<file path="config.mk">
export PLATFORM = sky130hd
export DESIGN_NAME = video_overlay_compositor
export DESIGN_NICKNAME = d
export VERILOG_FILES = /design/src/design/compositor_pkg.sv /design/src/design/video_overlay_compositor.sv /design/src/design/pair_fifo.sv
export VERILOG_INCLUDE_DIRS = /design/src /design/src/design
export SDC_FILE = /design/constraint.sdc
export NUM_CORES = 2
export LEC_CHECK = 0
export BUFFER_PORTS_ARGS = -buffer_cell sky130_fd_sc_hd__buf_2
export CORE_MARGIN = 10
export CORE_UTILIZATION = 62
export CTS_CLUSTER_DIAMETER = 50
export DETAILED_ROUTE_END_ITERATION = 10
export GPL_TIMING_DRIVEN = 1
export PLACE_DENSITY_LB_ADDON = 0.08
export SLEW_MARGIN = 20
export SYNTH_ARGS = -nofsm -noshare
export SYNTH_HDL_FRONTEND = slang
export SYNTH_SLANG_ARGS = --single-unit
</file>
<file path="constraint.sdc">
create_clock -name i_clk -period 8.9 [get_ports i_clk]
set_input_delay 0 -clock i_clk [delete_from_list [all_inputs] [get_ports i_clk]]
set_output_delay 0 -clock i_clk [all_outputs]
set_load 0.1 [all_outputs]
</file>
<file path="src/design/compositor_defs.svh">
/*
 * Constants for the overlay compositor: control field positions, reset values,
 * fixed clip range and status bits.
 * Assumes it is included by the package and the design module only.
 */
// Behaviour
// - full 129-level blending only when unit and full-blend enables both set; else 25% steps.
// - overlay alpha bit is U LSB for first luma, V LSB for second.
// - alpha bit 0 selects alpha-zero register value, 1 selects alpha-one value.
// - U-byte alpha bit drives U, V and first luma; V-byte bit only second luma.
// - low seven alpha bits give 128 blend levels 0 to 0x7f.
// - alpha MSB set outputs overlay component unchanged.
// - MSB clear: image plus (alpha[6:0]*(overlay-image))>>7.
// - keying only when unit enable and key enable both set.
// - three 8-bit key fields compared with overlay Y, U, V.
// - full unmasked match makes overlay transparent for the whole pair.
// - luma mask ignores zero to four Y LSBs in compare.
// - chroma mask ignores zero to four LSBs of both U and V.
// - programmable clipping with clip enable, as last step after key and blend.
// - clip only inside image areas of active video, never blanking.
// - Y at or below floor forced to floor, at or above ceiling forced.
// - U and V clipped likewise with shared chroma limits.
// - reset limits are 16/235 for luma, 16/240 for chroma.
// - clip enable off clips all components to fixed 16..240.
// - limits 0 and 255 leave components unchanged.
// - status is read-only and bit 4 always reads one.
`ifndef COMPOSITOR_DEFS_SVH
`define COMPOSITOR_DEFS_SVH

`define CTL_UNIT_ENABLE_BIT   0
`define CTL_KEY_ENABLE_BIT    1
`define CTL_FULL_BLEND_BIT    2
`define CTL_CLIP_ENABLE_BIT   3
`define CTL_WIDTH             4

`define LUMA_FLOOR_RESET      8'h10
`define LUMA_CEILING_RESET    8'heb
`define CHROMA_FLOOR_RESET    8'h10
`define CHROMA_CEILING_RESET  8'hf0
`define FIXED_CLIP_LOW        8'h10
`define FIXED_CLIP_HIGH       8'hf0

`define STATUS_WIDTH          8
`define STATUS_UNIT_ID_BIT    4
`define MAX_IGNORE_LSBS       3'h4
`define PIPE_DEPTH            3
`define FIFO_DEPTH_DEFAULT    32

`endif

</file>
<file path="src/design/compositor_pkg.sv">
/*
 * Types for the overlay compositor: pixel pair carriers and limits.
 * Assumes compositor_defs.svh is on the include path.
 */
`default_nettype none
package compositor_pkg;
   timeunit 1ns;
   timeprecision 1ps;
   `include "compositor_defs.svh"

   // one 4:2:2 pair: first luma, second luma, shared chroma
   typedef struct packed {
      logic [7:0] y0;
      logic [7:0] y1;
      logic [7:0] u;
      logic [7:0] v;
   } pixel_pair_t;

   // background pair plus overlay pair plus region flag
   typedef struct packed {
      pixel_pair_t image;
      pixel_pair_t overlay;
      logic        in_picture;
   } composite_in_t;

   typedef struct packed {
      logic [7:0] luma_floor;
      logic [7:0] luma_ceiling;
      logic [7:0] chroma_floor;
      logic [7:0] chroma_ceiling;
   } output_limit_t;

   typedef struct packed {
      logic [7:0] key_y;
      logic [7:0] key_u;
      logic [7:0] key_v;
   } transparent_match_t;

   typedef struct packed {
      logic [2:0] luma_ignore_lsbs;
      logic [2:0] chroma_ignore_lsbs;
   } match_ignore_t;
endpackage : compositor_pkg
`default_nettype wire

</file>
<file path="src/design/video_overlay_compositor.sv">
/*
 * Per-pixel compositing stage: chroma keying, alpha blending and output
 * clipping of a 4:2:2+alpha overlay onto a background image, one pair a beat.
 * Assumes settings are static or change between pixels; inputs synchronous.
 */
`default_nettype none
`include "compositor_defs.svh"
module video_overlay_compositor
   import compositor_pkg::*;
#(
   parameter int FIFO_DEPTH = `FIFO_DEPTH_DEFAULT
) (
   // clock and reset
   input  wire logic                    i_clk,
   input  wire logic                    i_reset,
   // settings
   input  wire logic [`CTL_WIDTH-1:0]   i_unit_control_reg,
   input  wire logic [7:0]              i_alpha_zero,
   input  wire logic [7:0]              i_alpha_one,
   input  wire transparent_match_t      i_transparent_match_reg,
   input  wire match_ignore_t           i_match_ignore_reg,
   input  wire logic                    i_limit_load,
   input  wire output_limit_t           i_output_limit_reg,
   // status
   output logic [`STATUS_WIDTH-1:0]     o_output_status_reg,
   output output_limit_t                o_output_limit_reg,
   // input stream
   input  wire logic                    i_in_valid,
   output logic                         o_in_ready,
   input  wire composite_in_t           i_in_data,
   // output stream
   output logic                         o_out_valid,
   input  wire logic                    i_out_ready,
   output pixel_pair_t                  o_out_data
);
   timeunit 1ns;
   timeprecision 1ps;
   // ------------------------------------------------------------
   // functions
   // ------------------------------------------------------------
   function automatic logic [7:0] ignore_mask(input logic [2:0] n);
      logic [2:0] k;
      k = (n > `MAX_IGNORE_LSBS) ? `MAX_IGNORE_LSBS : n;
      ignore_mask = 8'hff << k;
   endfunction : ignore_mask

   // full or coarse blend of one component
   function automatic logic [7:0] blend(input logic [7:0] alpha, input logic [7:0] ovl,
                                        input logic [7:0] img, input logic full);
      logic signed [9:0]  diff;
      logic signed [17:0] prod;
      logic [6:0]         a;
      diff = 10'(signed'({2'b00, ovl})) - 10'(signed'({2'b00, img}));
      // coarse mode keeps only the 25% step of the blend factor
      a    = full ? alpha[6:0] : {alpha[6:5], 5'h00};
      prod = 18'(diff * signed'({1'b0, a}));
      if (alpha[7]) begin
         blend = ovl;
      end else begin
         blend = 8'(10'(signed'({2'b00, img})) + 10'(prod >>> 7));
      end
   endfunction : blend

   function automatic logic [7:0] clip(input logic [7:0] v, input logic [7:0] lo,
                                       input logic [7:0] hi);
      if (v <= lo) begin
         clip = lo;
      end else if (v >= hi) begin
         clip = hi;
      end else begin
         clip = v;
      end
   endfunction : clip

   // ------------------------------------------------------------
   // settings
   // ------------------------------------------------------------
   output_limit_t limits;
   logic          unit_on;
   logic          key_on;
   logic          full_on;
   logic          clip_on;

   assign unit_on = i_unit_control_reg[`CTL_UNIT_ENABLE_BIT];
   assign key_on  = unit_on && i_unit_control_reg[`CTL_KEY_ENABLE_BIT];
   assign full_on = unit_on && i_unit_control_reg[`CTL_FULL_BLEND_BIT];
   assign clip_on = i_unit_control_reg[`CTL_CLIP_ENABLE_BIT];

   always_ff @(posedge i_clk or posedge i_reset) begin
      if (i_reset) begin
         limits.luma_floor     <= `LUMA_FLOOR_RESET;
         limits.luma_ceiling   <= `LUMA_CEILING_RESET;
         limits.chroma_floor   <= `CHROMA_FLOOR_RESET;
         limits.chroma_ceiling <= `CHROMA_CEILING_RESET;
      end else if (i_limit_load) begin
         limits <= i_output_limit_reg;
      end
   end

   assign o_output_limit_reg = limits;

   // read-only status; only the unit identity bit is defined here
   always_comb begin
      o_output_status_reg = '0;
      o_output_status_reg[`STATUS_UNIT_ID_BIT] = 1'b1;
   end

   // ------------------------------------------------------------
   // stage 1: key and blend
   // ------------------------------------------------------------
   composite_in_t d;
   pixel_pair_t   mixed;
   logic [7:0]    ym;
   logic [7:0]    cm;
   logic          keyed;
   logic [7:0]    alpha_first;
   logic [7:0]    alpha_second;
   logic          stall;
   logic          s1_valid;
   logic          s1_in_picture;
   pixel_pair_t   s1_pair;

   assign d  = i_in_data;
   assign ym = ignore_mask(i_match_ignore_reg.luma_ignore_lsbs);
   assign cm = ignore_mask(i_match_ignore_reg.chroma_ignore_lsbs);

   always_comb begin
      // pair-wide key on the first luma and the shared chroma
      keyed = key_on
         && ((d.overlay.y0 & ym) == (i_transparent_match_reg.key_y & ym))
         && ((d.overlay.u & cm) == (i_transparent_match_reg.key_u & cm))
         && ((d.overlay.v & cm) == (i_transparent_match_reg.key_v & cm));
      alpha_first  = d.overlay.u[0] ? i_alpha_one : i_alpha_zero;
      alpha_second = d.overlay.v[0] ? i_alpha_one : i_alpha_zero;
      mixed.y0 = blend(alpha_first, d.overlay.y0, d.image.y0, full_on);
      mixed.u  = blend(alpha_first, d.overlay.u, d.image.u, full_on);
      mixed.v  = blend(alpha_first, d.overlay.v, d.image.v, full_on);
      mixed.y1 = blend(alpha_second, d.overlay.y1, d.image.y1, full_on);
      if (keyed) begin
         mixed = d.image;
      end
   end

   // ------------------------------------------------------------
   // stage 2: clipping, then fifo
   // ------------------------------------------------------------
   logic          fifo_ready;
   logic          s2_valid;
   pixel_pair_t   s2_pair;
   pixel_pair_t   clipped;
   logic [7:0]    ylo;
   logic [7:0]    yhi;
   logic [7:0]    clo;
   logic [7:0]    chi;

   // whole pipe halts on fifo back-pressure
   assign stall      = !fifo_ready;
   assign o_in_ready = !stall;

   always_ff @(posedge i_clk or posedge i_reset) begin
      if (i_reset) begin
         s1_valid      <= 1'b0;
         s1_in_picture <= 1'b0;
         s1_pair       <= '0;
      end else if (!stall) begin
         s1_valid      <= i_in_valid;
         s1_in_picture <= d.in_picture;
         s1_pair       <= mixed;
      end
   end

   always_comb begin
      // limits 0 and 255 make every compare pass through unchanged
      ylo = clip_on ? limits.luma_floor     : `FIXED_CLIP_LOW;
      yhi = clip_on ? limits.luma_ceiling   : `FIXED_CLIP_HIGH;
      clo = clip_on ? limits.chroma_floor   : `FIXED_CLIP_LOW;
      chi = clip_on ? limits.chroma_ceiling : `FIXED_CLIP_HIGH;
      clipped = s1_pair;
      if (s1_in_picture) begin
         clipped.y0 = clip(s1_pair.y0, ylo, yhi);
         clipped.y1 = clip(s1_pair.y1, ylo, yhi);
         clipped.u  = clip(s1_pair.u, clo, chi);
         clipped.v  = clip(s1_pair.v, clo, chi);
      end
   end

   always_ff @(posedge i_clk or posedge i_reset) begin
      if (i_reset) begin
         s2_valid <= 1'b0;
         s2_pair  <= '0;
      end else if (!stall) begin
         s2_valid <= s1_valid;
         s2_pair  <= clipped;
      end
   end

   pair_fifo #(
      .WIDTH ($bits(pixel_pair_t)),
      .DEPTH (FIFO_DEPTH)
   ) u_out_fifo (
      .i_clk       (i_clk),
      .i_reset     (i_reset),
      .i_in_valid  (s2_valid),
      .o_in_ready  (fifo_ready),
      .i_in_data   (s2_pair),
      .o_out_valid (o_out_valid),
      .i_out_ready (i_out_ready),
      .o_out_data  (o_out_data)
   );
endmodule : video_overlay_compositor
`default_nettype wire

</file>
<file path="src/design/pair_fifo.sv">
/*
 * Synchronous FIFO with parameterised width and depth, valid/ready both sides.
 * Assumes a single clock and asynchronous active-high reset.
 */
`default_nettype none
module pair_fifo #(
   parameter int WIDTH = 8,
   parameter int DEPTH = 32
) (
   // clock and reset
   input  wire logic             i_clk,
   input  wire logic             i_reset,
   // fill side
   input  wire logic             i_in_valid,
   output logic                  o_in_ready,
   input  wire logic [WIDTH-1:0] i_in_data,
   // drain side
   output logic                  o_out_valid,
   input  wire logic             i_out_ready,
   output logic [WIDTH-1:0]      o_out_data
);
   timeunit 1ns;
   timeprecision 1ps;
   localparam int AW = $clog2(DEPTH);

   logic [WIDTH-1:0] mem [DEPTH];
   logic [AW-1:0]    wr_ptr;
   logic [AW-1:0]    rd_ptr;
   logic [AW:0]      count;
   logic             push;
   logic             pop;

   assign o_in_ready  = (count != (AW+1)'(DEPTH));
   assign o_out_valid = (count != '0);
   assign push        = i_in_valid && o_in_ready;
   assign pop         = o_out_valid && i_out_ready;
   assign o_out_data  = mem[rd_ptr];

   always_ff @(posedge i_clk) begin
      if (push) begin
         mem[wr_ptr] <= i_in_data;
      end
   end

   always_ff @(posedge i_clk or posedge i_reset) begin
      if (i_reset) begin
         wr_ptr <= '0;
         rd_ptr <= '0;
         count  <= '0;
      end else begin
         if (push) begin
            wr_ptr <= (wr_ptr == AW'(DEPTH-1)) ? '0 : wr_ptr + 1'b1;
         end
         if (pop) begin
            rd_ptr <= (rd_ptr == AW'(DEPTH-1)) ? '0 : rd_ptr + 1'b1;
         end
         count <= count + (AW+1)'(push) - (AW+1)'(pop);
      end
   end
endmodule : pair_fifo
`default_nettype wire

</file>
# After elaboration in Yosys (flattened, before gate mapping)
# Memory sizes are Yosys's and may differ from the RTL's.
# Index checks and enable logic that the tools add are counted.
# classes
add_sub_neg	12
n_lt_le_gt_ge	10
shifts	2
mul	4
reduce_logical	8
n_eq_ne	6
n_mux	28
bitwise_logic	6
# ops
cell	count
two-way mux 8 bit	18
two-way mux 32 bit	2
multiplier 9 x 8 -> 15 bit	4
AND 8 bit	6
subtractor 8 x 8 -> 9 bit	4
adder 8 bit	4
greater-or-equal comparator 8 bit	4
<= comparator 8 bit	4
== test 8 bit	3
two-way mux 5 bit	4
<< shifter 8 x 3 -> 8 bit, first input constant	2
adder 5 x 1 -> 5 bit, second input constant	2
== test 5 bit, second input constant	2
logical AND 1 bit	7
adder 6 x 1 -> 6 bit	1
greater-than comparator 3 bit, second input constant	2
two-way mux 3 bit	2
!= test 6 bit, second input constant	1
nonzero test 6 bit	1
subtractor 6 x 1 -> 6 bit	1
two-way mux 1 bit	2
# totals
ff_bits	115
ramBits	1024
out_inout_bits	74
elab_cells	95
mem_count	1
inputBits	152
# memory_table
name	words	word_bits	rd	rd_ports_with_merged_regs	wr	line	text
u_out_fifo.mem	32	32	1	0	1	pair_fifo.sv:26	logic [WIDTH-1:0] mem [DEPTH];

# Longest topological paths before layout
# logic_depth
ltp_word	9
ltp_mapped	34

# Modules after synthesis
# A second synthesis with hierarchy kept.
# hier_totals
cells_unflattened	3925
hier_area_um2	57766.7
# by_module_without_submodules
module	seq_area_each_um2	area_each_um2	cells_per_inst	n_inst
pair_fifo	31149.9	39872.0	1823	1
video_overlay_compositor	2492.4	17894.7	2102	1

# Least setup slack after synthesis
# Ideal clock, no wire load.
# synth_timing
path_type	input port to flip-flop
from	input port i_in_data[1] (netlist bit)
to	register s1_pair[7] (netlist bit)
arrival_ns	6.590
required_time_ns	8.778
slack_ns	2.187
cell_stages	30
cell_sequence	buf_2 inv_1 ha_1 fa_1 nor2b_1 o21ai_0 a21oi_1 nor2_1 xnor2_1 nand2_1 fa_1 inv_1 fa_1 fa_1 inv_1 fa_1 inv_1 ha_1 a2111oi_0 a21oi_2 xor2_1 ha_1 and3_1 a221o_1 nor4_1 nor3_1 xnor2_1 xnor3_1 a21oi_1 nor3_1
# synth_via
elab_chain_len	5
# synth_lines
element	line	text
start, declared	video_overlay_compositor.sv:30	input wire composite_in_t i_in_data,
subtractor 8 x 8 -> 9 bit	video_overlay_compositor.sv:53	diff = 10'(signed'({2'b00, ovl})) - 10'(signed'({2'b00, img}));
multiplier 9 x 8 -> 15 bit	video_overlay_compositor.sv:56	prod = 18'(diff * signed'({1'b0, a}));
adder 8 bit	video_overlay_compositor.sv:60	blend = 8'(10'(signed'({2'b00, img})) + 10'(prod >>> 7));
two-way mux 8 bit	video_overlay_compositor.sv:57	if (alpha[7]) begin
two-way mux 32 bit *	video_overlay_compositor.sv:139	if (keyed) begin
end signal, assigned	video_overlay_compositor.sv:168	s1_pair <= mixed;
end, declared	video_overlay_compositor.sv:121	pixel_pair_t s1_pair;
# Mark *: on every way between the ends. The rest lies on a longest branch, timed or not.
# A chain may end at the register's enable or synchronous reset.

# Final worst setup path
# layout_timing
from	input port i_in_data[34] (netlist bit)
to	register s1_pair[7] (netlist bit)
# layout_via
elab_chain_len	5
# layout_lines
element	line
subtractor 8 x 8 -> 9 bit	video_overlay_compositor.sv:53
multiplier 9 x 8 -> 15 bit	video_overlay_compositor.sv:56
adder 8 bit *	video_overlay_compositor.sv:60
two-way mux 8 bit *	video_overlay_compositor.sv:57
two-way mux 32 bit *	video_overlay_compositor.sv:139
# Marked as above.

==> results.json <==
{
  "seqCellArea_mm2": 0.03367,
  "syn_area_mm2": 0.05755,
  "reg2reg_to": "u_out_fifo.mem[4][26]",
  "nFillCells": 5997,
  "final_cell_count_no_fill": 5376,
  "synth_edf_count": 1024,
  "cts_tree": "yes",
  "worst_hold_startpoint": "i_limit_load",
  "grt_pass1_wl_mm": 229.3,
  "fmax_mhz": 125.8,
  "grt_usage_pct": 28.88,
  "status": "finished clean",
  "clkTransAtPathRegs_ns": 0.06,
  "placement.io_buffers": 217,
  "rows": 111,
  "rsz0062_at_grt": "false",
  "dp.final_hpwl_mm": 92.67,
  "die_height_um": 324.7,
  "rr_startpoint": "u_out_fifo.count[2]",
  "cpMaxStageDelayCell": "dlygate4sd3_1",
  "pre_cts_slack_ns": 1.368,
  "clkLatencyLatePin_ns": 0.69,
  "max_slew.worst_pin.slew_ns": 1.110,
  "grt_max_degree": 169,
  "hold_viol_final": 0,
  "totalWireLength_mm": 151.3,
  "cp.required_ns": 9.47,
  "start_util_pct": 62.60,
  "end_kind": "register",
  "drtPass1Iterations": 6,
  "clock-sinks": 1139,
  "numCtsBuffers": 114,
  "dieArea_mm2": 0.1054,
  "hold_path_class": "in -> reg",
  "multi_input_comb_area_mm2": 0.02222,
  "top_register": "u_out_fifo.mem",
  "syn_area_per_cell_um2": 15.64,
  "yosysTopAreaCell": "edfxtp_1",
  "powerDensity_mw_per_mm2": 327.6,
  "gp_congestion": 0.9260,
  "timing.final.crit_share_pct": 89.34,
  "path_class": "in -> reg",
  "slew_viol_final": 0,
  "yosys_warnings": 0,
  "largest_register_ffs": 1024,
  "reg2reg_depth": 11,
  "synth.distinct_cells": 80,
  "cts_root_buf": "clkbuf_16",
  "max_stage_delay_ns": 0.55,
  "syn2layout_area_growth_pct": 13.10,
  "worstPathMaxFanout": 7,
  "tns_ns": 0,
  "leakage_nw": 24.28,
  "htreeDepth": 3,
  "cts_resized": 0,
  "cp_data_arrival_time_ns": 8.52,
  "setup_ws_ns": 0.9489,
  "synth_top_flop_cell": "edfxtp_1",
  "yosys.area.top_type_share_pct": 53.43,
  "finish.utilization_pct": 70.80,
  "drcViolationCount": 0,
  "fin_crit_ns": 7.951,
  "holdPathStages": 2,
  "ff2ff_setup_slack_ns": 4.60,
  "layout_commonest_cell": "edfxtp_1",
  "first_global_vias": 36260,
  "synth_area_leaders": "edfxtp_1 53%, mux4_2 13%, fa_1 6.6%",
  "grt_remaining_overflow": 0,
  "layout.nets": 4626,
  "vias": 34010,
  "start_kind": "input pin",
  "ios": 226,
  "holdPathEnd": "o_output_limit_reg[21]",
  "die_w_um": 324.7,
  "report.final.setup_viol": 0,
  "ir_worst_vdd_mv": 0.2880,
  "power_mw": 21.33,
  "fin_worst_skew_ns": 0.03282,
  "core_area_mm2": 0.09194,
  "final_cell_mix": "1,024 x edfxtp_1, 353 x inv_1, 320 x mux4_2",
  "syn_inst": 3679,
  "clockBufferDepth": 3,
  "antenna_found_initial": 5,
  "drtIter0Drc": 3464,
  "drive_above_1_share_pct": 22.84,
  "synthArstFlopShare_pct": 10.10,
  "postRouteAntennaNets": 0,
  "slew_headroom_pct": 23.87,
  "placed_cells": 5057,
  "viasPerCell": 6.326,
  "cap_violations": 0,
  "yosysSeqAreaShare_pct": 58.45,
  "avgRoutedWirePerCell_um": 28.14,
  "ys_ff_latch": 1139
}
-- where the power goes --
part,switching [mW],internal (mW),total [mW],leakage [nW]
logic,5.14,3.41,8.54,11.9
clock network,2.01,2.66,4.67,1.78
registers,1.05,7.06,8.11,10.6
total,8.20,13.1,21.3,24.3
-- synth_stat cells (30+ instances only) --
master / number
a21oi_1: 68
xnor2_1: 82
inv_1: 355
xor2_1: 47
nor3_1: 46
edfxtp_1: 1024
o21ai_0: 102
dfrtp_1: 103
nand2b_1: 34
fa_1: 189
ha_1: 249
buf_2: 30
mux2_2: 93
nor2_1: 278
mux4_2: 320
clkbuf_1: 99
nand2_1: 179
-- timing repair --
action                                  in CTS  in global routing
endpoints found under the hold margin      114                  0
buffers inserted                             0                  0
endpoints found under the setup margin       0                  0
hold buffers                               105                  0
-- cell type report --
cell class / count / share of cell area, %
clock buffer: 143 / 4.596
tap: 1243 / 2.389
clock inverter: 65 / 1.034
antenna: 5 / 0.01922
inverter: 357 / 2.062
sequential: 1139 / 51.73
timing repair buffer: 381 / 4.033
multi-input combinational: 2043 / 34.14
-- worst max path at each step --
stage | from | endpoint | cells past startpoint
floorplan | i_in_data[1] | s1_pair[7] | 30
global placement | i_in_data[1] | s1_pair[7] | 30
detailed placement | i_in_data[1] | s1_pair[7] | 30
CTS | i_in_data[34] | s1_pair[7] | 33
global route | i_in_data[34] | s1_pair[7] | 33
finish | i_in_data[34] | s1_pair[7] | 33
-- per-stage QoR --
| step | hold WS [ns] | instance area, um^2 |
|---|---|---|
| 4_1_cts | 0.0003652 | 65050 |
| 2_1_floorplan | 0.1125 | 57580 |
| 5_1_grt | 0.04906 | 65090 |
| 3_5_place_dp | 0.1019 | 60340 |
| 3_3_place_gp | 0.08372 | 60330 |
| 6_report | 0.03337 | 65090 |
-- layer usage --
metal	global-route usage (%)	share of wire, %	vias to the layer above
met2	48.32	50	1721
met3	4.887	8.3	337
li1	-	-	14510
met4	11.12	4.1	2
met1	37.86	38	17440
met5	0	0.0086	-
-- cells by family after synthesis --
logic type / after synthesis / share of synthesized area, %
AO/OA/AOI/OAI: 351 / 4.092
XOR/XNOR: 130 / 2.002
adder cells (fa/ha/maj): 438 / 11.99
buffers and inverters: 503 / 3.398
flip-flops: 1139 / 58.45
multiplexers: 428 / 14.62
other: 2 / 0.01305
AND/OR/NAND/NOR: 688 / 5.437
-- critical path, delay by kind of cell --
kind                     cells  cell delay (ns)
adder cells (fa/ha/maj)      7             2.81
AO/OA/AOI/OAI               10             2.39
buffers and inverters        7             1.49
AND/OR/NAND/NOR              6             1.12
XOR/XNOR                     3             0.70
No activity file was read; power rests on OpenSTA's default activity.
